## config.mk

```make
export PLATFORM = sky130hd
export DESIGN_NAME = pll_divider_mode_registers
export DESIGN_NICKNAME = d
export VERILOG_FILES = /design/src/pll_cfg_pkg.sv /design/src/cfg_byte_cell.sv /design/src/pll_divider_mode_registers.sv
export SDC_FILE = /design/constraint.sdc
export NUM_CORES = 1
export LEC_CHECK = 0
export ABC_AREA = 1
export BUFFER_PORTS_ARGS = -buffer_cell sky130_fd_sc_hd__buf_2
export CORE_ASPECT_RATIO = 2
export CORE_MARGIN = 2
export CORE_UTILIZATION = 35
export DETAILED_ROUTE_END_ITERATION = 16
export SYNTH_ARGS = -nofsm -noshare
export SYNTH_HDL_FRONTEND = slang
export SYNTH_SLANG_ARGS = --single-unit
```

## constraint.sdc

```tcl
create_clock -name core_clk_i -period 1.9 [get_ports core_clk_i]
set_input_delay 0.38 -clock core_clk_i [delete_from_list [all_inputs] [get_ports core_clk_i]]
set_output_delay 0.38 -clock core_clk_i [all_outputs]
set_load 0.005 [all_outputs]
```

## src/pll_cfg_pkg.sv

```systemverilog
// Package with register map, field layout and reset values of the loop bank
package pll_cfg_pkg;

  // Register addresses as seen on the control port
  localparam logic [9:0] ADDR_PUMP_LOOP   = 10'h010;  // Pump mode, loop power
  localparam logic [9:0] ADDR_REF_LOW     = 10'h011;  // Reference divider 7:0
  localparam logic [9:0] ADDR_REF_HIGH    = 10'h012;  // Reference divider 13:8
  localparam logic [9:0] ADDR_FB_PRESCALE = 10'h013;  // Feedback prescale count
  localparam logic [9:0] ADDR_FB_LOW      = 10'h014;  // Feedback main 7:0
  localparam logic [9:0] ADDR_FB_HIGH     = 10'h015;  // Feedback main 12:8
  localparam logic [9:0] ADDR_CNT_CTRL    = 10'h016;  // Counter hold controls

  // Values after reset
  localparam logic [7:0] RST_PUMP_LOOP    = 8'h7D;    // Normal pump, async pd
  localparam logic [7:0] RST_REF_LOW      = 8'h01;
  localparam logic [7:0] RST_REF_HIGH     = 8'h00;
  localparam logic [7:0] RST_FB_PRESCALE  = 8'h00;
  localparam logic [7:0] RST_FB_LOW       = 8'h03;
  localparam logic [7:0] RST_FB_HIGH      = 8'h00;
  localparam logic [7:0] RST_CNT_CTRL     = 8'h00;

  // Writable bits of each register; the rest read as zero
  localparam logic [7:0] MASK_PUMP_LOOP   = 8'hFF;
  localparam logic [7:0] MASK_REF_LOW     = 8'hFF;
  localparam logic [7:0] MASK_REF_HIGH    = 8'h3F;
  localparam logic [7:0] MASK_FB_PRESCALE = 8'h3F;
  localparam logic [7:0] MASK_FB_LOW      = 8'hFF;
  localparam logic [7:0] MASK_FB_HIGH     = 8'h1F;
  localparam logic [7:0] MASK_CNT_CTRL    = 8'h70;

  // Field positions
  localparam int PUMP_MODE_LSB   = 2;   // Pump drive mode at 3:2
  localparam int LOOP_PWR_LSB    = 0;   // Loop power state at 1:0
  localparam int HOLD_REF_BIT    = 6;   // Hold reference counter in reset
  localparam int HOLD_FB_BIT     = 5;   // Hold feedback counters in reset
  localparam int HOLD_ALL_BIT    = 4;   // Hold every counter in reset

  // Unmapped reads answer with this value
  localparam logic [7:0] RDATA_NONE = 8'h00;

  // Pump drive mode codes
  typedef enum logic [1:0] {
    PUMP_HIZ    = 2'h0,
    PUMP_SOURCE = 2'h1,
    PUMP_SINK   = 2'h2,
    PUMP_NORMAL = 2'h3
  } pump_mode_t;

  // Loop power state codes
  typedef enum logic [1:0] {
    LOOP_RUN      = 2'h0,
    LOOP_ASYNC_PD = 2'h1,
    LOOP_UNUSED   = 2'h2,
    LOOP_SYNC_PD  = 2'h3
  } loop_pwr_t;

  // One access from the serial control port
  typedef struct packed {
    logic       wr;     // Write strobe, one cycle
    logic       rd;     // Read strobe, one cycle
    logic [9:0] addr;   // Register address
    logic [7:0] wdata;  // Write data
  } reg_req_t;

  // State of one register cell
  typedef struct packed {
    logic [7:0] value;
  } cell_state_t;

  // State of the bank's read path
  typedef struct packed {
    logic       rvalid;
    logic [7:0] rdata;
  } bank_state_t;

endpackage : pll_cfg_pkg

```

## src/cfg_byte_cell.sv

```systemverilog
// One byte-wide configuration register with reset value and write mask
`timescale 1ns/100ps
module cfg_byte_cell #(
  parameter logic [7:0] RESET_VAL = 8'h00,  // Value after reset
  parameter logic [7:0] WR_MASK   = 8'hFF   // Bits that software may set
) (
  input  wire logic       core_clk_i,  // Core clock
  input  wire logic       rst_i,       // Asynchronous reset, active high
  input  wire logic       wr_i,        // Write this register
  input  wire logic [7:0] wdata_i,     // Write data
  output logic      [7:0] value_o      // Stored value
);

  pll_cfg_pkg::cell_state_t st_r;    // Registered state
  pll_cfg_pkg::cell_state_t st_nxt;  // Next state

  // Masked bits are forced to zero so reserved bits always read as zero
  always_comb begin
    st_nxt = st_r;
    if (wr_i) begin
      st_nxt.value = wdata_i & WR_MASK;
    end
  end

  // Reset loads the constant parameter masked by WR_MASK
  always_ff @(posedge core_clk_i or posedge rst_i) begin
    if (rst_i) begin
      st_r.value <= RESET_VAL & WR_MASK;
    end else begin
      st_r <= st_nxt;
    end
  end

  assign value_o = st_r.value;

endmodule : cfg_byte_cell

```

## src/pll_divider_mode_registers.sv

```systemverilog
// Loop configuration bank: pump mode, loop power and divider counts
`timescale 1ns/100ps
module pll_divider_mode_registers (
  input  wire logic                  core_clk_i,         // Core clock 20 MHz
  input  wire logic                  rst_i,              // Async reset, high
  input  wire pll_cfg_pkg::reg_req_t req_i,              // Port access
  output logic                       rvalid_o,           // Read data valid
  output logic                [7:0]  rdata_o,            // Read data
  output logic                [1:0]  pump_drive_mode_o,  // Pump mode field
  output logic                       pump_hiz_o,         // Pump off
  output logic                       pump_force_src_o,   // Pump up forced
  output logic                       pump_force_sink_o,  // Pump down forced
  output logic                [1:0]  loop_pwr_state_o,   // Loop power field
  output logic                       loop_run_o,         // Loop may run
  output logic                       loop_async_pd_o,    // Immediate pd
  output logic                       loop_sync_pd_o,     // Synchronous pd
  output logic                [13:0] ref_div_count_o,    // Reference divider
  output logic                [5:0]  fb_prescale_o,      // Prescale count
  output logic                [12:0] fb_main_count_o,    // Main count
  output logic                       ref_hold_rst_o,     // Hold ref counter
  output logic                       fb_hold_rst_o       // Hold fb counters
);

  // Stored register values
  logic [7:0] pump_loop_q;     // Pump and loop power control
  logic [7:0] ref_low_q;       // Reference divider low byte
  logic [7:0] ref_high_q;      // Reference divider high bits
  logic [7:0] fb_prescale_q;   // Feedback prescale count
  logic [7:0] fb_low_q;        // Feedback main low byte
  logic [7:0] fb_high_q;       // Feedback main high bits
  logic [7:0] cnt_ctrl_q;      // Counter hold controls

  // Per-register write enables
  logic       wr_pump_loop;
  logic       wr_ref_low;
  logic       wr_ref_high;
  logic       wr_fb_prescale;
  logic       wr_fb_low;
  logic       wr_fb_high;
  logic       wr_cnt_ctrl;

  // Decoded field views
  logic [1:0] loop_code;       // Loop power code
  logic [1:0] pump_code;       // Pump mode code

  // Read path state
  pll_cfg_pkg::bank_state_t st_r;    // Registered read state
  pll_cfg_pkg::bank_state_t st_nxt;  // Next read state

  // Address decode for writes; an unmapped write is simply dropped
  always_comb begin
    wr_pump_loop   = req_i.wr && (req_i.addr == pll_cfg_pkg::ADDR_PUMP_LOOP);
    wr_ref_low     = req_i.wr && (req_i.addr == pll_cfg_pkg::ADDR_REF_LOW);
    wr_ref_high    = req_i.wr && (req_i.addr == pll_cfg_pkg::ADDR_REF_HIGH);
    wr_fb_prescale = req_i.wr &&
                     (req_i.addr == pll_cfg_pkg::ADDR_FB_PRESCALE);
    wr_fb_low      = req_i.wr && (req_i.addr == pll_cfg_pkg::ADDR_FB_LOW);
    wr_fb_high     = req_i.wr && (req_i.addr == pll_cfg_pkg::ADDR_FB_HIGH);
    wr_cnt_ctrl    = req_i.wr && (req_i.addr == pll_cfg_pkg::ADDR_CNT_CTRL);
  end

  // Pump mode and loop power share one byte
  cfg_byte_cell #(
    .RESET_VAL (pll_cfg_pkg::RST_PUMP_LOOP),
    .WR_MASK   (pll_cfg_pkg::MASK_PUMP_LOOP)
  ) u_pump_loop (
    .core_clk_i (core_clk_i),
    .rst_i      (rst_i),
    .wr_i       (wr_pump_loop),
    .wdata_i    (req_i.wdata),
    .value_o    (pump_loop_q)
  );

  // Reference divider low byte
  cfg_byte_cell #(
    .RESET_VAL (pll_cfg_pkg::RST_REF_LOW),
    .WR_MASK   (pll_cfg_pkg::MASK_REF_LOW)
  ) u_ref_low (
    .core_clk_i (core_clk_i),
    .rst_i      (rst_i),
    .wr_i       (wr_ref_low),
    .wdata_i    (req_i.wdata),
    .value_o    (ref_low_q)
  );

  // Reference divider high six bits
  cfg_byte_cell #(
    .RESET_VAL (pll_cfg_pkg::RST_REF_HIGH),
    .WR_MASK   (pll_cfg_pkg::MASK_REF_HIGH)
  ) u_ref_high (
    .core_clk_i (core_clk_i),
    .rst_i      (rst_i),
    .wr_i       (wr_ref_high),
    .wdata_i    (req_i.wdata),
    .value_o    (ref_high_q)
  );

  // Feedback prescale count, six bits
  cfg_byte_cell #(
    .RESET_VAL (pll_cfg_pkg::RST_FB_PRESCALE),
    .WR_MASK   (pll_cfg_pkg::MASK_FB_PRESCALE)
  ) u_fb_prescale (
    .core_clk_i (core_clk_i),
    .rst_i      (rst_i),
    .wr_i       (wr_fb_prescale),
    .wdata_i    (req_i.wdata),
    .value_o    (fb_prescale_q)
  );

  // Feedback main count low byte
  cfg_byte_cell #(
    .RESET_VAL (pll_cfg_pkg::RST_FB_LOW),
    .WR_MASK   (pll_cfg_pkg::MASK_FB_LOW)
  ) u_fb_low (
    .core_clk_i (core_clk_i),
    .rst_i      (rst_i),
    .wr_i       (wr_fb_low),
    .wdata_i    (req_i.wdata),
    .value_o    (fb_low_q)
  );

  // Feedback main count high five bits
  cfg_byte_cell #(
    .RESET_VAL (pll_cfg_pkg::RST_FB_HIGH),
    .WR_MASK   (pll_cfg_pkg::MASK_FB_HIGH)
  ) u_fb_high (
    .core_clk_i (core_clk_i),
    .rst_i      (rst_i),
    .wr_i       (wr_fb_high),
    .wdata_i    (req_i.wdata),
    .value_o    (fb_high_q)
  );

  // Counter hold controls; only bits 6:4 are kept
  cfg_byte_cell #(
    .RESET_VAL (pll_cfg_pkg::RST_CNT_CTRL),
    .WR_MASK   (pll_cfg_pkg::MASK_CNT_CTRL)
  ) u_cnt_ctrl (
    .core_clk_i (core_clk_i),
    .rst_i      (rst_i),
    .wr_i       (wr_cnt_ctrl),
    .wdata_i    (req_i.wdata),
    .value_o    (cnt_ctrl_q)
  );

  // Field extraction
  assign pump_code = pump_loop_q[pll_cfg_pkg::PUMP_MODE_LSB +: 2];
  assign loop_code = pump_loop_q[pll_cfg_pkg::LOOP_PWR_LSB +: 2];

  // Pump decode; exactly one flag or normal pumping is active
  always_comb begin
    pump_hiz_o        = 1'b0;
    pump_force_src_o  = 1'b0;
    pump_force_sink_o = 1'b0;
    case (pump_code)
      pll_cfg_pkg::PUMP_HIZ:    pump_hiz_o        = 1'b1;
      pll_cfg_pkg::PUMP_SOURCE: pump_force_src_o  = 1'b1;
      pll_cfg_pkg::PUMP_SINK:   pump_force_sink_o = 1'b1;
      pll_cfg_pkg::PUMP_NORMAL: pump_hiz_o        = 1'b0;
      default:                  pump_hiz_o        = 1'b1;
    endcase
  end

  // Loop power decode; the unused code falls back to immediate power-down
  // so the loop is never left in an undefined mode
  always_comb begin
    loop_run_o      = 1'b0;
    loop_async_pd_o = 1'b0;
    loop_sync_pd_o  = 1'b0;
    case (loop_code)
      pll_cfg_pkg::LOOP_RUN:      loop_run_o      = 1'b1;
      pll_cfg_pkg::LOOP_ASYNC_PD: loop_async_pd_o = 1'b1;
      pll_cfg_pkg::LOOP_UNUSED:   loop_async_pd_o = 1'b1;
      pll_cfg_pkg::LOOP_SYNC_PD:  loop_sync_pd_o  = 1'b1;
      default:                    loop_async_pd_o = 1'b1;
    endcase
  end

  // Divider counts assembled from their byte registers
  assign ref_div_count_o   = {ref_high_q[5:0], ref_low_q};
  assign fb_prescale_o     = fb_prescale_q[5:0];
  assign fb_main_count_o   = {fb_high_q[4:0], fb_low_q};
  assign pump_drive_mode_o = pump_code;
  assign loop_pwr_state_o  = loop_code;

  // Counter holds; the all-counters bit holds both dividers
  assign ref_hold_rst_o = cnt_ctrl_q[pll_cfg_pkg::HOLD_REF_BIT] |
                          cnt_ctrl_q[pll_cfg_pkg::HOLD_ALL_BIT];
  assign fb_hold_rst_o  = cnt_ctrl_q[pll_cfg_pkg::HOLD_FB_BIT] |
                          cnt_ctrl_q[pll_cfg_pkg::HOLD_ALL_BIT];

  // Read mux; a read in the same cycle as a write returns the old value
  always_comb begin
    st_nxt        = st_r;
    st_nxt.rvalid = req_i.rd;
    if (req_i.rd) begin
      case (req_i.addr)
        pll_cfg_pkg::ADDR_PUMP_LOOP:   st_nxt.rdata = pump_loop_q;
        pll_cfg_pkg::ADDR_REF_LOW:     st_nxt.rdata = ref_low_q;
        pll_cfg_pkg::ADDR_REF_HIGH:    st_nxt.rdata = ref_high_q;
        pll_cfg_pkg::ADDR_FB_PRESCALE: st_nxt.rdata = fb_prescale_q;
        pll_cfg_pkg::ADDR_FB_LOW:      st_nxt.rdata = fb_low_q;
        pll_cfg_pkg::ADDR_FB_HIGH:     st_nxt.rdata = fb_high_q;
        pll_cfg_pkg::ADDR_CNT_CTRL:    st_nxt.rdata = cnt_ctrl_q;
        default:                       st_nxt.rdata = pll_cfg_pkg::RDATA_NONE;
      endcase
    end
  end

  // Read state register; data holds until the next read
  always_ff @(posedge core_clk_i or posedge rst_i) begin
    if (rst_i) begin
      st_r.rvalid <= 1'b0;
      st_r.rdata  <= 8'h00;
    end else begin
      st_r <= st_nxt;
    end
  end

  assign rvalid_o = st_r.rvalid;
  assign rdata_o  = st_r.rdata;
endmodule : pll_divider_mode_registers

```

Yosys cells after proc, flatten, opt, wreduce, memory -nomap -nowiden
Cells that the tools add are included.
Word-level totals
  register bits: 53
  input bits: 22
  output and inout bits: 54
  logic and storage cells: 40
Cells by class
  equal/unequal tests: 12
  muxes and demuxes: 7
  bitwise operators: 2
  reduce and logical (&&, ||, !) cells: 10
Operators with widths (count)
  $eq A10 B5 Y1 const B: 7
  $pmux W8 S7: 1
  $logic_and A1 B1 Y1: 7
  $eq A2 B2 Y1 const B: 3
  $mux W1: 6
  $eq A2 B1 Y1 const B: 2
  $logic_not A2 Y1: 2
  $or A1 B1 Y1: 2
  $reduce_or A2 Y1: 1

Longest topological paths before layout
  depth in word-level cells: 3
  mapped depth: 11
  gate-level depth less buffers: 11

By module
From an unflattened synthesis, not the netlist that was laid out.
Second synthesis, totals
  cells, all modules: 419
  area, all modules: 2951.6 um^2
Modules (own cells, without submodules)
  pll_divider_mode_registers: instances 1, cells each 210, area an instance 1152.4 um^2, sequential area each 225.2 um^2
  cfg_byte_cell (u_fb_prescale ...): instances 2, cells each 29, area an instance 244.0 um^2, sequential area each 150.1 um^2
  cfg_byte_cell (u_pump_loop): instances 1, cells each 35, area an instance 316.6 um^2, sequential area each 207.7 um^2
  cfg_byte_cell (u_fb_low): instances 1, cells each 35, area an instance 311.5 um^2, sequential area each 202.7 um^2
  cfg_byte_cell (u_ref_low): instances 1, cells each 35, area an instance 310.3 um^2, sequential area each 201.4 um^2
  cfg_byte_cell (u_fb_high): instances 1, cells each 26, area an instance 215.2 um^2, sequential area each 125.1 um^2
  cfg_byte_cell (u_cnt_ctrl): instances 1, cells each 20, area an instance 157.7 um^2, sequential area each 75.1 um^2

Worst setup path before layout
Ideal clock, no wire load.
  path kind: input port to flip-flop
  start point: in req_i[14] (netlist bit)
  end point: reg u_fb_prescale.st_r (netlist bit u_fb_prescale.value_o[3])
  library setup time: 0.125 ns
  arrival: 1.162 ns
  setup slack: 0.613 ns
  stages on the path: 7
  cell sequence: nor2_2 nand3_4 nor2_4 nand2_2 buf_6 nand2_1 o21ai_2
On the way
  longest elaborated chain between the ends: 2
Ends and longest elaborated chain
  from (decl): RTL line pll_divider_mode_registers.sv:6  | input wire pll_cfg_pkg::reg_req_t req_i,
  $eq A10 B5 Y1: RTL line pll_divider_mode_registers.sv:56  | (req_i.addr == pll_cfg_pkg::ADDR_FB_PRESCALE);
  $logic_and A1 B1 Y1: RTL line pll_divider_mode_registers.sv:55  | wr_fb_prescale = req_i.wr &&
  to (signal assigned): RTL line cfg_byte_cell.sv:30  | st_r <= st_nxt;
  to (decl): RTL line cfg_byte_cell.sv:14  | pll_cfg_pkg::cell_state_t st_r;
Every way passes these cells.
A chain may end at the register's enable or synchronous reset.

Worst setup path after layout
  start point: reg u_pump_loop.st_r (netlist bit u_pump_loop.value_o[0])
  end point: out loop_async_pd_o
On the way
  longest elaborated chain between the ends: 3
  elaborated cells between the ends (all ways): 4
  classes of those cells: eq/ne: 2; mux: 1; reduce/logical: 1
Ends and longest elaborated chain
  from (decl): RTL line cfg_byte_cell.sv:14
  from (signal assigned): RTL line cfg_byte_cell.sv:30
  $eq A2 B2 Y1 or $eq A2 B1 Y1 (tied branches): RTL line pll_divider_mode_registers.sv:170  | case (loop_code)
  $reduce_or A2 Y1 (no source line) *
  $mux W1 *: RTL line pll_divider_mode_registers.sv:170
  to (decl): RTL line pll_divider_mode_registers.sv:15  | output logic loop_async_pd_o,
Mark *: on every way between the ends. The rest lies on a longest branch, timed or not.

==> results by group <==
Floorplan
  – Rows: 46
  – Starting Density: 35.85%
  – Core box area: 7943 µm²
  – Die width: 67.78 µm
  – Die outline area: 8917 µm²
  – Io pins: 76
  – DIE HEIGHT: 131.6 µm

Power
  – Final Power: 2239 µW
  – VDD IR max: 0.4059 mV
  – Power Density: 655.9 nW/µm²
  – Leak: 0.001826 µW

Clock tree
  – CTS resizes: 0
  – Sink Count: 53
  – Worst skew pair latency: 0.29 ns
  – Post-cts hold buffer count: 0
  – Clock Pin Slew Worst Setup and Hold Paths: 0.07 ns
  – CTS Buf Count: 5
  – Post-CTS Setup Bufs: 0
  – CTS max path bufs: 2
  – CTS tree: done
  – Root Driver: clkbuf_16
  – H-tree Lvls: 2

Global route
  – GRT busiest layer: met2
  – Met1 GRT Util: 20.35%
  – Vias in the first global route: 2384
  – Largest net degree at the start of global routing: 33
  – Global-route wire length before repair: 12090 µm
  – GRT Overall Usage: 18.40%
  – Routing usage on met3: 2.312%
  – Antenna violations before repair: 0
  – Grt total ovfl: 0
  – Grt met2 use: 32.30%

Synthesis
  – Synth Flop Type: dfrtp_1
  – Synth top area cells: dfrtp_1 (39%), nand2_1 (14%), o21ai_2 (9.2%)
  – Synth Instances: 337
  – Syn Nets: 361
  – Top-area cell type share of the netlist area: 38.66%
  – Largest area contributor in the netlist: dfrtp_1
  – Seq cells post-synth: 53
  – Register area share after synthesis: 46.97%
  – Mapped Area: 2848 µm²
  – Synth cell count leaders: nand2_1 (108), dfrtp_1 (44), inv_1 (33)
  – Syn Area/Cell: 8.450 µm²
  – Count leader, synth: nand2_1
  – Share of synthesized registers carrying an async set or reset: 100.0%
  – EDFF count, synth: 0
  – Cell variety after synth: 23
  – Synth Warn #: 0

Place
  – Final RePlAce weighted congestion: 0.9062
  – Post-DP HPWL: 5992 µm
  – Setup WS pre-CTS: 0.2825 ns
  – Placed cell area: 3269 µm²
  – IO buf count: 75

Layout
  – Fillers: 844
  – P&R area growth vs syn: 19.86%
  – Share of layout cells above drive strength 1: 36.83%
  – Post-layout util: 42.97%
  – Antenna Cells: 0
  – Final nets: 433
  – Final instance area: 3413 µm²

Worst setup path
  – Reg-to-reg slack, setup: 0.89 ns
  – RR Endpoint: rdata_o[1]$_DFFE_PP0P_
  – WP data required: 1.52 ns
  – Startpoint types: flip-flop
  – Worst EP arrival: 1.31 ns
  – Worst Setup SP: u_pump_loop.value_o[0]$_DFFE_PP1P_
  – Reg2Reg Depth: 6
  – Worst reg2reg startpoint: u_fb_low.value_o[1]$_DFFE_PP1P_
  – Setup crit end kind: output pin
  – Max FO, Critical Path: 4
  – Crit Path Class: flip-flop to output pin

Run status
  – Status: finished, final reports clean

Drt
  – First DRT Iteration DRCs: 103
  – DRT Pass-1 Iters: 4
  – Avg WL per Cell: 14.79 µm
  – Drt total wl: 7486 µm
  – Routed vias/inst: 4.745
  – DRC violations left: 0
  – Detail Route Antenna Nets: 0
  – Via count: 2401

STA
  – Max-slew violations: 0
  – Maximum clock frequency: 592.0 MHz
  – Final setup margin: 0.2108 ns
  – Final hold violations: 0
  – RSZ-0062 raised after global routing: no
  – Fin crit share: 88.90%
  – Clock Skew: 0.003838 ns
  – Slew headroom: 66.71%
  – Final Critical Period: 1.689 ns
  – Final setup viols: 0
  – Worst-Margin Slew: 0.4986 ns
  – Post-Route Setup TNS: 0 ns

Hold path
  – Worst Hold Class: primary input to async pin

Run
  – Max cap viols: 0
-- kinds of logic (layout without fill, tap and decap cells) --
logic type                 count (synthesis)  after routing  share of synthesized area [%]
buffers and inverters                     52            125                          9.226
and+or+nand+nor                          183            183                          30.71
adders and majority gates                  2              2                         0.8786
AOI/OAI and AO/OA                         47             47                          12.21
DFF                                       53             53                          46.97
-- worst max-delay path, stage by stage (launching register included) --
cell and delay, ns:
dfstp_2 0.56, inv_1 0.06, ha_1 0.28, buf_2 0.12
-- state kept, by name, indices dropped and copies added (netlist names) --
| register | flops |
|---|---|
| u_fb_low.value_o | 8 |
| u_ref_high.value_o | 6 |
| u_ref_low.value_o | 8 |
| u_fb_high.value_o | 5 |
| rvalid_o | 1 |
| u_pump_loop.value_o | 8 |
| u_cnt_ctrl.value_o | 3 |
| rdata_o | 8 |
| u_fb_prescale.value_o | 6 |
-- per-layer routing --
| layer | vias to the layer above | part of all wire [%] |
|---|---|---|
| met5 | - | 0 |
| met2 | 64 | 54 |
| met1 | 1093 | 38 |
| met3 | 25 | 4.1 |
| li1 | 1219 | - |
| met4 | 0 | 4.7 |
-- worst max-delay path by stage --
stage                     slack (ns)  cells past startpoint                                 end
after floorplan                 0.25                      1              rdata_o[0]$_DFFE_PP0P_
after global placement          0.30                      7  u_pump_loop.value_o[1]$_DFFE_PP0P_
after detailed placement        0.28                      8   u_ref_high.value_o[0]$_DFFE_PP0P_
after CTS                       0.19                      3                     loop_async_pd_o
after global routing            0.16                      3                     loop_async_pd_o
final                           0.21                      3                     loop_async_pd_o
-- report_power, final --
part | total (µW) | internal (µW) | switching, µW
combinational | 180 | 54.3 | 125
clock | 900 | 489 | 411
sequential | 1160 | 1150 | 13.1
-- area by class of cell --
cell class              instances  area [µm²]  area share [%]
clock buffers                   6       128.9           3.776
clock inverters                 2       15.01          0.4399
inverters                      37       138.9           4.069
multi-input cells             232        1247           36.55
flip-flops and latches         53        1338           39.19
well taps                      96       120.1           3.519
repair buffers                 80       425.4           12.46
-- placed cells by master, fill, tap and decap left out, drive strengths merged --
cell type / Yosys / final
dfstp: 9 / 9
dfrtp: 44 / 44
clkbuf: 0 / 6
ha: 2 / 2
nand4: 20 / 20
clkinvlp: 0 / 2
nand2: 112 / 112
buf: 15 / 80
inv: 37 / 37
nor2: 39 / 39
nor3b: 1 / 1
o21ai: 47 / 47
nand3: 11 / 11
-- per-stage QoR --
stage / hold slack [ns] / instances
after floorplan: 0.4114 / 337
after global placement: 0.4259 / 498
after detailed placement: 0.4369 / 498
after CTS: 0.1164 / 506
after global routing: 0.1342 / 506
final: 0.1060 / 506
No activity file was read; power rests on OpenSTA's default activity.
